### config.mk
export PLATFORM = sky130hd
export DESIGN_NAME = pic_top
export DESIGN_NICKNAME = d
export VERILOG_FILES = /design/src/logic/pic_pkg.sv /design/src/logic/pic_div.sv /design/src/logic/pic_capture.sv /design/src/logic/pic_top.sv
export SDC_FILE = /design/constraint.sdc
export NUM_CORES = 2
export LEC_CHECK = 0
export ABC_AREA = 1
export CORE_ASPECT_RATIO = 0.7
export CORE_MARGIN = 8
export CORE_UTILIZATION = 66
export CTS_CLUSTER_DIAMETER = 50
export CTS_CLUSTER_SIZE = 8
export DETAILED_ROUTE_END_ITERATION = 8
export DONT_BUFFER_PORTS = 1
export PLACE_DENSITY = 0.82
export SETUP_SLACK_MARGIN = 0.3
export SYNTH_ARGS = -nofsm -noshare
export SYNTH_HDL_FRONTEND = slang
export SYNTH_SLANG_ARGS = --single-unit
### constraint.sdc
create_clock -name clk_sys -period 8.4 [get_ports clk_sys]
set_input_delay 0.42 -clock clk_sys [delete_from_list [all_inputs] [get_ports clk_sys]]
set_output_delay 0.42 -clock clk_sys [all_outputs]
set_load 0.01 [all_outputs]
### src/logic/pic_pkg.sv
package pic_pkg;

  // ----------------------------------------------------------------
  // Timing
  // ----------------------------------------------------------------
  localparam int CLK_PERIOD_NS   = 10;
  localparam int US_TIME_NS      = 1000;
  localparam int US_CYCLES       = (US_TIME_NS + CLK_PERIOD_NS - 1) / CLK_PERIOD_NS;
  localparam int GATE_TIME_NS    = 1_000_000_000;  // Frequency gate, counts read as Hz
  localparam int GATE_CYCLES_DEF = GATE_TIME_NS / CLK_PERIOD_NS;

  // ----------------------------------------------------------------
  // Widths and values
  // ----------------------------------------------------------------
  localparam int USW = 17;  // Points and raw values, 0 to 131071
  localparam int MW  = 10;  // Magnitude, 0 to 1000
  localparam int VW  = 12;  // Signed internal value
  localparam logic [USW-1:0] US_SAT   = 17'h1ffff;
  localparam logic [31:0]    SCALE_K  = 32'h000003e8;  // Full scale 1000
  localparam logic [MW-1:0]  FULL_MAG = 10'h3e8;
  localparam logic [3:0]     PCT_UNITS = 4'ha;         // One percent in internal units

  // ----------------------------------------------------------------
  // Register map, byte addresses
  // ----------------------------------------------------------------
  localparam logic [7:0] REG_KIND     = 8'h00;
  localparam logic [7:0] REG_ROLE     = 8'h04;
  localparam logic [7:0] REG_DEADBAND = 8'h08;
  localparam logic [7:0] REG_CURVE    = 8'h0c;
  localparam logic [7:0] REG_INVERT   = 8'h10;
  localparam logic [7:0] REG_BOTTOM   = 8'h14;
  localparam logic [7:0] REG_CENTER   = 8'h18;
  localparam logic [7:0] REG_TOP      = 8'h1c;
  localparam logic [7:0] REG_BOT_ACT  = 8'h20;
  localparam logic [7:0] REG_TOP_ACT  = 8'h24;
  localparam logic [7:0] REG_RAW      = 8'h28;
  localparam logic [7:0] REG_VALUE    = 8'h2c;

  // Field layout of role and action words
  localparam int ROLE_LSB = 0;
  localparam int SEL_LSB  = 4;
  localparam int TACH_BIT = 8;

  // Reset values and the deadband limit
  localparam logic [7:0]     DB_RST  = 8'h05;
  localparam logic [7:0]     DB_MAX  = 8'h32;
  localparam logic [USW-1:0] BOT_RST = 17'h003e8;
  localparam logic [USW-1:0] CTR_RST = 17'h005dc;
  localparam logic [USW-1:0] TOP_RST = 17'h007d0;

  // ----------------------------------------------------------------
  // Codes
  // ----------------------------------------------------------------
  typedef enum logic [2:0] {
    KIND_OFF, KIND_WIDTH, KIND_FREQ, KIND_DUTY, KIND_MAG, KIND_BATT, KIND_COUNT, KIND_FLOW
  } pic_kind_t;
  localparam logic [3:0] ROLE_CMD   = 4'h1;
  localparam logic [3:0] ROLE_FB    = 4'h2;
  localparam logic [2:0] CURVE_LIN  = 3'h0;
  localparam logic [2:0] CURVE_LOG1 = 3'h4;
  localparam logic [2:0] CURVE_LAST = 3'h6;
  localparam logic [3:0] ACT_LAST   = 4'h8;

  // Motor selector nibble to one-hot motor set
  function automatic logic [2:0] pic_motors(input logic [3:0] sel);
    pic_motors = (sel == 4'h1) ? 3'h1 : (sel == 4'h2) ? 3'h2 : (sel == 4'h3) ? 3'h4 : 3'h0;
  endfunction

endpackage

### src/logic/pic_div.sv
`timescale 1ns/1ps
module pic_div
  import pic_pkg::*;
(
  input  wire logic        clk_sys,
  input  wire logic        rst,
  input  wire logic        start,
  input  wire logic [31:0] num,
  input  wire logic [31:0] den,
  output logic             done,
  output logic [31:0]      quo
);
  logic [5:0]  cnt_q;
  logic [31:0] rem_q;
  logic [31:0] quo_q;
  logic [31:0] den_q;
  logic        done_q;

  // ----------------------------------------------------------------
  // Restoring division, one quotient bit per cycle
  // ----------------------------------------------------------------
  wire [32:0] rem_sh = {rem_q, quo_q[31]};
  wire [32:0] diff   = rem_sh - {1'b0, den_q};
  wire        fits   = ~diff[32];

  // Thirty-two steps; a new start while busy restarts the division
  always_ff @(posedge clk_sys) begin
    if (rst) begin
      cnt_q  <= 6'h00;
      rem_q  <= 32'h0;
      quo_q  <= 32'h0;
      den_q  <= 32'h0;
      done_q <= 1'b0;
    end else if (start) begin
      cnt_q  <= 6'h20;
      rem_q  <= 32'h0;
      quo_q  <= num;
      den_q  <= den;
      done_q <= 1'b0;
    end else begin
      done_q <= (cnt_q == 6'h01);
      if (cnt_q != 6'h00) begin
        cnt_q <= cnt_q - 6'h01;
        rem_q <= fits ? diff[31:0] : rem_sh[31:0];
        quo_q <= {quo_q[30:0], fits};
      end
    end
  end

  assign done = done_q;
  assign quo  = quo_q;

endmodule // pic_div

### src/logic/pic_capture.sv
`timescale 1ns/1ps
module pic_capture
  import pic_pkg::*;
#(
  parameter int GATE_CYCLES = GATE_CYCLES_DEF
) (
  input  wire logic     clk_sys,
  input  wire logic     rst,
  input  wire logic     pulse_pin,
  output logic          edge_valid,
  output logic [USW-1:0] high_us,
  output logic [USW-1:0] period_us,
  output logic          gate_valid,
  output logic [USW-1:0] gate_edges,
  output logic [USW-1:0] total_edges
);
  localparam logic [7:0]  US_LAST   = 8'(US_CYCLES - 1);
  localparam logic [31:0] GATE_LAST = 32'(GATE_CYCLES - 1);

  logic [2:0]     sync_q;
  logic           level_q;
  logic           seen_q;
  logic [7:0]     pre_q;
  logic [USW-1:0] run_q;
  logic [USW-1:0] gcnt_q;
  logic [31:0]    gtmr_q;

  // ----------------------------------------------------------------
  // Pin conditioning
  // ----------------------------------------------------------------
  wire settled  = sync_q[1] == sync_q[2];
  wire rise     = settled & sync_q[2] & ~level_q;
  wire fall     = settled & ~sync_q[2] & level_q;
  wire us_tick  = pre_q == US_LAST;
  wire gate_end = gtmr_q == GATE_LAST;

  // Three stages; a level counts only once the last two agree
  always_ff @(posedge clk_sys) begin
    if (rst) begin
      sync_q  <= 3'h0;
      level_q <= 1'b0;
    end else begin
      sync_q <= {sync_q[1:0], pulse_pin};
      if (settled) begin
        level_q <= sync_q[2];
      end
    end
  end

  // Microsecond timer restarted on each rising edge, saturating on a dead input
  always_ff @(posedge clk_sys) begin
    if (rst || rise) begin
      pre_q <= 8'h00;
      run_q <= '0;
    end else begin
      pre_q <= us_tick ? 8'h00 : pre_q + 8'h01;
      if (us_tick && run_q != US_SAT) begin
        run_q <= run_q + 17'h00001;
      end
    end
  end

  // Width and period latch; the first edge only arms the period
  always_ff @(posedge clk_sys) begin
    if (rst) begin
      seen_q     <= 1'b0;
      edge_valid <= 1'b0;
      high_us    <= '0;
      period_us  <= '0;
    end else begin
      edge_valid <= rise & seen_q;
      if (rise) begin
        seen_q    <= 1'b1;
        period_us <= run_q;
      end
      if (fall) begin
        high_us <= run_q;
      end
    end
  end

  // Edge counting over a fixed gate and in total
  always_ff @(posedge clk_sys) begin
    if (rst) begin
      gtmr_q      <= 32'h0;
      gcnt_q      <= '0;
      gate_valid  <= 1'b0;
      gate_edges  <= '0;
      total_edges <= '0;
    end else begin
      gtmr_q     <= gate_end ? 32'h0 : gtmr_q + 32'h1;
      gate_valid <= gate_end;
      if (gate_end) begin
        gate_edges <= gcnt_q;
        gcnt_q     <= {16'h0000, rise};
      end else if (rise && gcnt_q != US_SAT) begin
        gcnt_q <= gcnt_q + 17'h00001;
      end
      if (rise) begin
        total_edges <= total_edges + 17'h00001;
      end
    end
  end

endmodule // pic_capture

### src/logic/pic_top.sv
// What this block does
// - Deadband per input, 0 to 50 percent, default 5; output holds zero inside it
// - Deadband stage skipped when the input is used as feedback
// - Use word: role 0 none, 1 command, 2 feedback, plus motor selector 16/32/48
// - Feedback is position with a potentiometer, speed with a tachometer
// - Curve select 0 linear, 1-3 exponential, 4-6 logarithmic; default 0
// - Exponential weak early strong late; logarithmic strong early weak late
// - Raw at top point gives +1000; top point defaults to 2000
// - Raw at bottom point in microseconds gives -1000; default 1000
// - Raw at center point gives zero; center defaults to 1500 microseconds
// - Reaching top point fires its action code, 1 to 8, on selected motors
// - Reaching bottom point fires its own action, default none
// - Capture kind 0 off, width, frequency, duty, guide, battery, count, flow
// - Invert bit flips the sign of the converted result
// - Center equal to bottom gives a positive-only range 0 to +1000
`timescale 1ns/1ps
module pic_top
  import pic_pkg::*;
#(
  parameter int GATE_CYCLES = GATE_CYCLES_DEF
) (
  input  wire logic          clk_sys,
  input  wire logic          rst,
  input  wire logic          hsel,
  input  wire logic [31:0]   haddr,
  input  wire logic [1:0]    htrans,
  input  wire logic          hwrite,
  input  wire logic [2:0]    hsize,
  input  wire logic [31:0]   hwdata,
  input  wire logic          hready,
  output logic               hreadyout,
  output logic               hresp,
  output logic [31:0]        hrdata,
  input  wire logic          pulse_pin,
  output logic signed [VW-1:0] pulse_value,
  output logic               cmd_valid,
  output logic               pos_fb_valid,
  output logic               speed_fb_valid,
  output logic [2:0]         target_motors,
  output logic               top_action_fire,
  output logic               bottom_action_fire,
  output logic [3:0]         action_code,
  output logic [2:0]         action_motors
);
  typedef enum logic [2:0] {
    S_IDLE, S_DUTY, S_SCALE, S_SCALE_W, S_DB, S_DB_W, S_CURVE_W, S_OUT
  } pic_state_t;

  pic_kind_t      pulse_capture_kind_q;
  logic [8:0]     pulse_input_role_q;
  logic [7:0]     pulse_deadband_pct_q;
  logic [2:0]     pulse_curve_select_q;
  logic           pulse_invert_bit_q;
  logic [USW-1:0] pulse_bottom_point_q;
  logic [USW-1:0] pulse_center_point_q;
  logic [USW-1:0] pulse_top_point_q;
  logic [7:0]     pulse_bottom_action_q;
  logic [7:0]     pulse_top_action_q;
  logic           wr_q;
  logic [7:0]     wa_q;
  logic [31:0]    rd_d;
  pic_state_t     st_q;
  logic [USW-1:0] raw_q;
  logic [MW-1:0]  mag_q;
  logic           neg_q;
  logic           at_top_q;
  logic           at_bot_q;
  logic           div_go_q;
  logic [31:0]    div_num_q;
  logic [31:0]    div_den_q;
  logic           edge_valid;
  logic           gate_valid;
  logic [USW-1:0] high_us;
  logic [USW-1:0] period_us;
  logic [USW-1:0] gate_edges;
  logic [USW-1:0] total_edges;
  logic           div_done;
  logic [31:0]    div_quo;

  // ----------------------------------------------------------------
  // Measurement and shared divider
  // ----------------------------------------------------------------
  pic_capture #(.GATE_CYCLES(GATE_CYCLES)) u_capture (
    .clk_sys     (clk_sys),
    .rst         (rst),
    .pulse_pin   (pulse_pin),
    .edge_valid  (edge_valid),
    .high_us     (high_us),
    .period_us   (period_us),
    .gate_valid  (gate_valid),
    .gate_edges  (gate_edges),
    .total_edges (total_edges)
  );

  pic_div u_div (
    .clk_sys (clk_sys),
    .rst     (rst),
    .start   (div_go_q),
    .num     (div_num_q),
    .den     (div_den_q),
    .done    (div_done),
    .quo     (div_quo)
  );

  // ----------------------------------------------------------------
  // AHB-Lite slave: zero wait states, always OKAY
  // ----------------------------------------------------------------
  wire addr_go = hsel & htrans[1] & hready;
  assign hreadyout = 1'b1;
  assign hresp     = 1'b0;

  // Read mux; unmapped offsets read zero
  always_comb begin
    unique case (haddr[7:0])
      REG_KIND:     rd_d = {29'h0, pulse_capture_kind_q};
      REG_ROLE:     rd_d = {23'h0, pulse_input_role_q};
      REG_DEADBAND: rd_d = {24'h0, pulse_deadband_pct_q};
      REG_CURVE:    rd_d = {29'h0, pulse_curve_select_q};
      REG_INVERT:   rd_d = {31'h0, pulse_invert_bit_q};
      REG_BOTTOM:   rd_d = {15'h0, pulse_bottom_point_q};
      REG_CENTER:   rd_d = {15'h0, pulse_center_point_q};
      REG_TOP:      rd_d = {15'h0, pulse_top_point_q};
      REG_BOT_ACT:  rd_d = {24'h0, pulse_bottom_action_q};
      REG_TOP_ACT:  rd_d = {24'h0, pulse_top_action_q};
      REG_RAW:      rd_d = {15'h0, raw_q};
      REG_VALUE:    rd_d = {{(32 - VW){pulse_value[VW-1]}}, pulse_value};
      default:      rd_d = 32'h0;
    endcase
  end

  // Address phase captured; read data is ready for the data phase
  always_ff @(posedge clk_sys) begin
    if (rst) begin
      wr_q   <= 1'b0;
      wa_q   <= 8'h00;
      hrdata <= 32'h0;
    end else begin
      wr_q <= addr_go & hwrite;
      wa_q <= haddr[7:0];
      if (addr_go && !hwrite) begin
        hrdata <= (haddr[31:8] == 24'h0) ? rd_d : 32'h0;
      end
    end
  end

  // Configuration writes land at the end of the data phase
  wire wr_ok = wr_q;
  wire [7:0] db_wr = (hwdata[7:0] > DB_MAX) ? DB_MAX : hwdata[7:0];
  always_ff @(posedge clk_sys) begin
    if (rst) begin
      pulse_capture_kind_q  <= KIND_OFF;
      pulse_input_role_q    <= 9'h000;
      pulse_deadband_pct_q  <= DB_RST;
      pulse_curve_select_q  <= CURVE_LIN;
      pulse_invert_bit_q    <= 1'b0;
      pulse_bottom_point_q  <= BOT_RST;
      pulse_center_point_q  <= CTR_RST;
      pulse_top_point_q     <= TOP_RST;
      pulse_bottom_action_q <= 8'h00;
      pulse_top_action_q    <= 8'h00;
    end else if (wr_ok) begin
      unique case (wa_q)
        REG_KIND:     pulse_capture_kind_q  <= pic_kind_t'(hwdata[2:0]);
        REG_ROLE:     pulse_input_role_q    <= hwdata[8:0];
        REG_DEADBAND: pulse_deadband_pct_q  <= db_wr;
        REG_CURVE:    pulse_curve_select_q  <= hwdata[2:0];
        REG_INVERT:   pulse_invert_bit_q    <= hwdata[0];
        REG_BOTTOM:   pulse_bottom_point_q  <= hwdata[USW-1:0];
        REG_CENTER:   pulse_center_point_q  <= hwdata[USW-1:0];
        REG_TOP:      pulse_top_point_q     <= hwdata[USW-1:0];
        REG_BOT_ACT:  pulse_bottom_action_q <= hwdata[7:0];
        REG_TOP_ACT:  pulse_top_action_q    <= hwdata[7:0];
        default: ;
      endcase
    end
  end

  // ----------------------------------------------------------------
  // Decode of configuration
  // ----------------------------------------------------------------
  wire [3:0] role    = pulse_input_role_q[ROLE_LSB +: 4];
  wire       is_cmd  = role == ROLE_CMD;
  wire       is_fb   = role == ROLE_FB;
  wire       is_tach = pulse_input_role_q[TACH_BIT];
  assign target_motors = pic_motors(pulse_input_role_q[SEL_LSB +: 4]);

  // Raw source by capture kind; guide reads as width, battery as duty, flow as frequency
  wire by_width = pulse_capture_kind_q == KIND_WIDTH || pulse_capture_kind_q == KIND_MAG;
  wire by_duty  = pulse_capture_kind_q == KIND_DUTY || pulse_capture_kind_q == KIND_BATT;
  wire by_freq  = pulse_capture_kind_q == KIND_FREQ || pulse_capture_kind_q == KIND_FLOW;
  wire by_count = pulse_capture_kind_q == KIND_COUNT;
  wire take     = ((by_width | by_count) & edge_valid) | (by_freq & gate_valid)
                | (by_duty & edge_valid & (period_us != '0));
  wire [USW-1:0] sample = by_count ? total_edges : by_freq ? gate_edges : high_us;

  // Scaling terms; each half of the range is its own straight line
  wire           above    = raw_q >= pulse_center_point_q;
  wire           clamp_hi = raw_q >= pulse_top_point_q;
  wire           clamp_lo = raw_q <= pulse_bottom_point_q;
  wire           flat_lo  = pulse_center_point_q == pulse_bottom_point_q;
  wire [USW-1:0] span     = above ? pulse_top_point_q - pulse_center_point_q
                                  : pulse_center_point_q - pulse_bottom_point_q;
  wire [USW-1:0] offs     = above ? raw_q - pulse_center_point_q : pulse_center_point_q - raw_q;

  // Deadband width in internal units
  wire [MW-1:0] db_units = MW'({2'b00, pulse_deadband_pct_q} * {6'h00, PCT_UNITS});
  wire          db_skip  = is_fb | (pulse_deadband_pct_q == 8'h00);

  // Curve: e = a*a/1000 bends late, l = 2a - e bends early; strength blends with a
  wire [11:0] a12   = {2'b00, mag_q};
  wire [11:0] e12   = div_quo[11:0];
  wire [11:0] l12   = {1'b0, mag_q, 1'b0} - e12;
  wire        logc  = pulse_curve_select_q >= CURVE_LOG1;
  wire [11:0] t12   = logc ? l12 : e12;
  wire [2:0]  lvl   = logc ? pulse_curve_select_q - 3'h3 : pulse_curve_select_q;
  wire [13:0] mix3  = {2'b00, a12} + {1'b0, a12, 1'b0} + {2'b00, t12};
  wire [12:0] mix2  = {1'b0, a12} + {1'b0, t12};
  wire [MW-1:0] curved = (lvl == 3'h1) ? mix3[MW+1:2] : (lvl == 3'h2) ? mix2[MW:1] : t12[MW-1:0];
  wire        curve_on = pulse_curve_select_q != CURVE_LIN && pulse_curve_select_q <= CURVE_LAST;

  // Sign after inversion; zero never carries a sign
  wire           out_neg = (neg_q ^ pulse_invert_bit_q) & (mag_q != '0);
  wire [VW-1:0]  mag_v   = {{(VW - MW){1'b0}}, mag_q};

  // ----------------------------------------------------------------
  // Conversion sequence, one sample at a time; samples arriving while busy are dropped
  // ----------------------------------------------------------------
  always_ff @(posedge clk_sys) begin
    if (rst) begin
      st_q      <= S_IDLE;
      raw_q     <= '0;
      mag_q     <= '0;
      neg_q     <= 1'b0;
      div_go_q  <= 1'b0;
      div_num_q <= 32'h0;
      div_den_q <= 32'h0;
    end else begin
      div_go_q <= 1'b0;
      unique case (st_q)
        S_IDLE: if (take) begin
          raw_q <= sample;
          if (by_duty) begin
            div_num_q <= {15'h0, high_us} * SCALE_K;
            div_den_q <= {15'h0, period_us};
            div_go_q  <= 1'b1;
            st_q      <= S_DUTY;
          end else begin
            st_q <= S_SCALE;
          end
        end
        S_DUTY: if (div_done) begin
          raw_q <= (div_quo > {15'h0, US_SAT}) ? US_SAT : div_quo[USW-1:0];
          st_q  <= S_SCALE;
        end
        S_SCALE: begin
          neg_q <= ~above;
          if (clamp_hi) begin
            mag_q <= FULL_MAG;
            st_q  <= S_DB;
          end else if (!above && (flat_lo || clamp_lo)) begin
            mag_q <= flat_lo ? '0 : FULL_MAG;
            st_q  <= S_DB;
          end else begin
            div_num_q <= {15'h0, offs} * SCALE_K;
            div_den_q <= {15'h0, span};
            div_go_q  <= 1'b1;
            st_q      <= S_SCALE_W;
          end
        end
        S_SCALE_W: if (div_done) begin
          mag_q <= div_quo[MW-1:0];
          st_q  <= S_DB;
        end
        S_DB: begin
          if (db_skip) begin
            st_q <= curve_on ? S_CURVE_W : S_OUT;
            div_num_q <= {22'h0, mag_q} * {22'h0, mag_q};
            div_den_q <= SCALE_K;
            div_go_q  <= curve_on;
          end else if (mag_q <= db_units) begin
            mag_q <= '0;
            st_q  <= S_OUT;
          end else begin
            div_num_q <= {22'h0, mag_q - db_units} * SCALE_K;
            div_den_q <= {22'h0, FULL_MAG - db_units};
            div_go_q  <= 1'b1;
            st_q      <= S_DB_W;
          end
        end
        S_DB_W: if (div_done) begin
          mag_q     <= div_quo[MW-1:0];
          div_num_q <= {22'h0, div_quo[MW-1:0]} * {22'h0, div_quo[MW-1:0]};
          div_den_q <= SCALE_K;
          div_go_q  <= curve_on;
          st_q      <= curve_on ? S_CURVE_W : S_OUT;
        end
        S_CURVE_W: if (div_done) begin
          mag_q <= curved;
          st_q  <= S_OUT;
        end
        S_OUT: st_q <= S_IDLE;
      endcase
    end
  end

  // Publish value, role strobes and end-point actions
  always_ff @(posedge clk_sys) begin
    if (rst) begin
      pulse_value        <= '0;
      cmd_valid          <= 1'b0;
      pos_fb_valid       <= 1'b0;
      speed_fb_valid     <= 1'b0;
      at_top_q           <= 1'b0;
      at_bot_q           <= 1'b0;
      top_action_fire    <= 1'b0;
      bottom_action_fire <= 1'b0;
      action_code        <= 4'h0;
      action_motors      <= 3'h0;
    end else begin
      cmd_valid          <= (st_q == S_OUT) & is_cmd;
      pos_fb_valid       <= (st_q == S_OUT) & is_fb & ~is_tach;
      speed_fb_valid     <= (st_q == S_OUT) & is_fb & is_tach;
      top_action_fire    <= 1'b0;
      bottom_action_fire <= 1'b0;
      if (st_q == S_OUT) begin
        pulse_value <= out_neg ? -mag_v : mag_v;
      end
      if (st_q == S_SCALE) begin
        at_top_q <= clamp_hi;
        at_bot_q <= clamp_lo;
        if (clamp_hi && !at_top_q && pulse_top_action_q[3:0] != 4'h0
            && pulse_top_action_q[3:0] <= ACT_LAST) begin
          top_action_fire <= 1'b1;
          action_code     <= pulse_top_action_q[3:0];
          action_motors   <= pic_motors(pulse_top_action_q[7:4]);
        end else if (clamp_lo && !at_bot_q && pulse_bottom_action_q[3:0] != 4'h0
            && pulse_bottom_action_q[3:0] <= ACT_LAST) begin
          bottom_action_fire <= 1'b1;
          action_code        <= pulse_bottom_action_q[3:0];
          action_motors      <= pic_motors(pulse_bottom_action_q[7:4]);
        end
      end
    end
  end

endmodule // pic_top

==> summary.txt <==
Yosys
  – Yosys reg bits: 456
  – Net Count, Synth: 6970
  – Synth top area share: 21.2%
  – Syn Inst Count: 6202
  – Post-Synth XOR/XNOR Area: 3.35%
  – Synth Flop Type: dfxtp_1
  – Yosys top cell by area: dfxtp_1
  – Synth area leaders: dfxtp_1 (21%), ha_1 (13%), fa_1 (12%)
  – YS warnings: 0
  – Compound-gate portion of the synthesized area: 16.0%
  – Ys async rst share: 0%
  – Largest family of logic cells by synthesized area: adder cells
  – Post-synthesis mux area share: 0%
  – Register area share after synthesis: 21.2%
  – Simple-Gate Fraction of Synth Area: 24.1%
  – Adder-cell area share of the yosys netlist: 24.5%
  – Post-synth EDFFs: 0
  – Syn avg cell area: 6.95 um^2
  – Post-synthesis instance area: 43100 um^2
  – Synth unique cells: 68

Clock network
  – CTS tree: built
  – Clk sinks: 456
  – Clock root buffer: clkbuf_16
  – Clock Tree Buf Depth: 3
  – H-tree levels: 3
  – Clk slew on worst S/H paths: 0.05 ns
  – CTS buffer count: 69
  – Clock latency at the later pin of the worst-skew pair: 0.62 ns

STA
  – Hold Slack: 0.0131 ns
  – Max transition margin: 14.2%
  – Final Slew Violations: 0
  – RSZ-0062 raised after global routing: no
  – Fin crit share: 87.9%
  – Final setup skew: 0.0324 ns
  – Max frequency: 135 MHz
  – Final setup fails: 0
  – Tightest Pin Transition: 1.28 ns
  – Post-route setup TNS: 0 ns
  – Tmin final: 7.38 ns
  – Final Hold Fails: 0

Setup path
  – Crit-path slowest cell: xnor2_1
  – CP required: 8.86 ns
  – Crit end category: flop
  – CP Max Fanout: 5
  – Worst EP arrival: 7.84 ns
  – Startpoint types: flop
  – Register-to-Register Path Depth: 31
  – WS Path Type: flop to flop
  – Max stage delay on crit path: 0.89 ns

Route
  – Wirelength, routed: 138 mm
  – Antenna viol nets, final: 0
  – DR vias/cell: 6.01
  – WL/cell: 19.5 um
  – Initial DRC count: 5277
  – Residual DRC: 4
  – Detailed-route via count: 42300
  – Pre-Repair DR Iteration Count: 9

Placement
  – Buffers on Ports: 0
  – Detailed Place HPWL: 107 mm
  – GPL Wtd Cong: 1.06

Die
  – Die Ht: 230 um
  – Die X: 321 um
  – Top Ports: 136
  – Core ar.: 64700 um^2
  – Die ar.: 73900 um^2
  – Initial core utilization: 66.6%
  – Row cnt: 78

Layout
  – Layout cells sized above 1: 3.55%
  – Area Overhead vs Synth: 6.35%
  – Final design utilization: 70.8%
  – Layout Nets: 6915

Outcome
  – Failing checks: design-rule violations
  – Status: complete, but fails checks

Min path
  – Worst min path class: primary input to flop
  – WHS Path Cells: 2

Global routing
  – Remaining global-route overflow: 0
  – Vias in the first global route: 39600
  – Pin count of the biggest net entering global routing: 116
  – Initial antenna violation count: 5
  – Tot GR Track Use: 36.3%
  – First-pass GRT wire length: 217 mm

Flow run
  – Max-Cap Viols: 0
## worst paths after layout
kind | from | endpoint | slack (ns)
setup / recovery | pulse_deadband_pct_q[3]$_SDFFE_PP0P_ | div_num_q[19]$_SDFFE_PP0P_ | 1.02
hold / removal | hwdata[11] | pulse_top_point_q[11]$_SDFFE_PP0P_ | 0.01
setup reg to reg | pulse_deadband_pct_q[3]$_SDFFE_PP0P_ | div_num_q[19]$_SDFFE_PP0P_ | 1.02
hold reg to reg | u_capture.sync_q[0]$_SDFF_PP0_ | u_capture.sync_q[1]$_SDFF_PP0_ | 0.40
## cells in the final DEF (no fill, tap or decap), types with 33 or more instances in the layout
cell and instances:
nand2_1 1292, inv_1 984, a21oi_1 551, nor2_1 462
dfxtp_1 455, ha_1 442, o21ai_0 417, nand3_1 356
fa_1 251, xor2_1 108, nor3_1 89, nand4_1 74
clkbuf_16 69, o22ai_1 64, xnor2_1 57, a31oi_1 36
o211ai_1 35, buf_4 35, o21ai_1 33
## kinds of logic (layout without fill, tap and decap cells)
group                    count (synthesis)  in the layout
AO/OA/AOI/OAI                         1258           1258
XOR/XNOR                               165            165
adder cells (fa/ha/maj)                693            693
buffers and inverters                 1202           1162
flip-flops                             456            456
other                                    2              3
AND/OR/NAND/NOR                       2426           2426
## timing repair
action                                 in CTS  in global routing
setup buffers                               0                  0
hold buffers                               30                  0
gates resized for setup                     0                  0
endpoints found under the hold margin     144                  0
## worst max-delay path, delay by kind of cell, from the launching register on
family | cells | cell delay [ns]
xor+xnor | 2 | 1.13
flops | 1 | 0.36
compound gates | 6 | 0.92
buf+inv | 6 | 0.65
fa+ha+maj | 9 | 3.32
simple gates | 8 | 0.87
## routing by layer
metal	global-route usage (%)	share of wire [%]	vias up	wire, um
li1	-	-	20100	-
met1	51.5	43	19600	59000
met2	52.1	40	2340	55000
met3	11.1	13	370	18300
met4	12.3	3.8	6	5190
met5	0	0.026	-	36
## state kept, by name, indices dropped and copies added, names as in the netlist, 18 cells and up
| register | cells |
|---|---|
| div_num_q | 26 |
| hrdata | 18 |
| u_capture.gtmr_q | 32 |
| u_div.quo | 32 |
| u_div.rem_q | 32 |
## synth_stat cells, types with 13 or more instances
cell,count
o22ai_1,64
inv_1,985
buf_4,27
inv_2,15
nor3_1,89
dfxtp_1,456
nand3_1,356
nand3b_1,20
buf_2,24
nand4_1,74
nor2_1,463
a21o_1,19
a211oi_1,13
or2_2,21
ha_1,442
a21oi_1,551
nand2_1,1293
o21bai_1,21
fa_1,251
o21ai_1,33
xnor2_1,57
xor2_1,108
o211ai_1,35
o21ai_0,417
clkbuf_1,127
nand2_2,20
a31oi_1,36
nor2_2,13
nor4_1,29
## stage by stage
step | worst slack [ns] | cells | cell area, um^2
CTS | 1.24 | 7042 | 45800
global placement | 1.45 | 6926 | 43600
global route | 0.609 | 7042 | 45800
detailed placement | 1.31 | 6926 | 43600
finish | 1.02 | 7043 | 45800
floorplan | 2.56 | 6202 | 43100
## final cells by class
| cell class | instances | area (um^2) |
|---|---|---|
| inverter | 1011 | 3810 |
| timing repair buffer | 65 | 581 |
| multi-input combinational | 4544 | 29300 |
| tap | 880 | 1100 |
| antenna | 1 | 2.50 |
| clock inverter | 9 | 146 |
| sequential | 456 | 9130 |
| clock buffer | 77 | 1800 |
| fill | 5556 | 18900 |
Power is not shown: default switching activity piles up to over one toggle a cycle in this logic, so the estimate is an artifact.
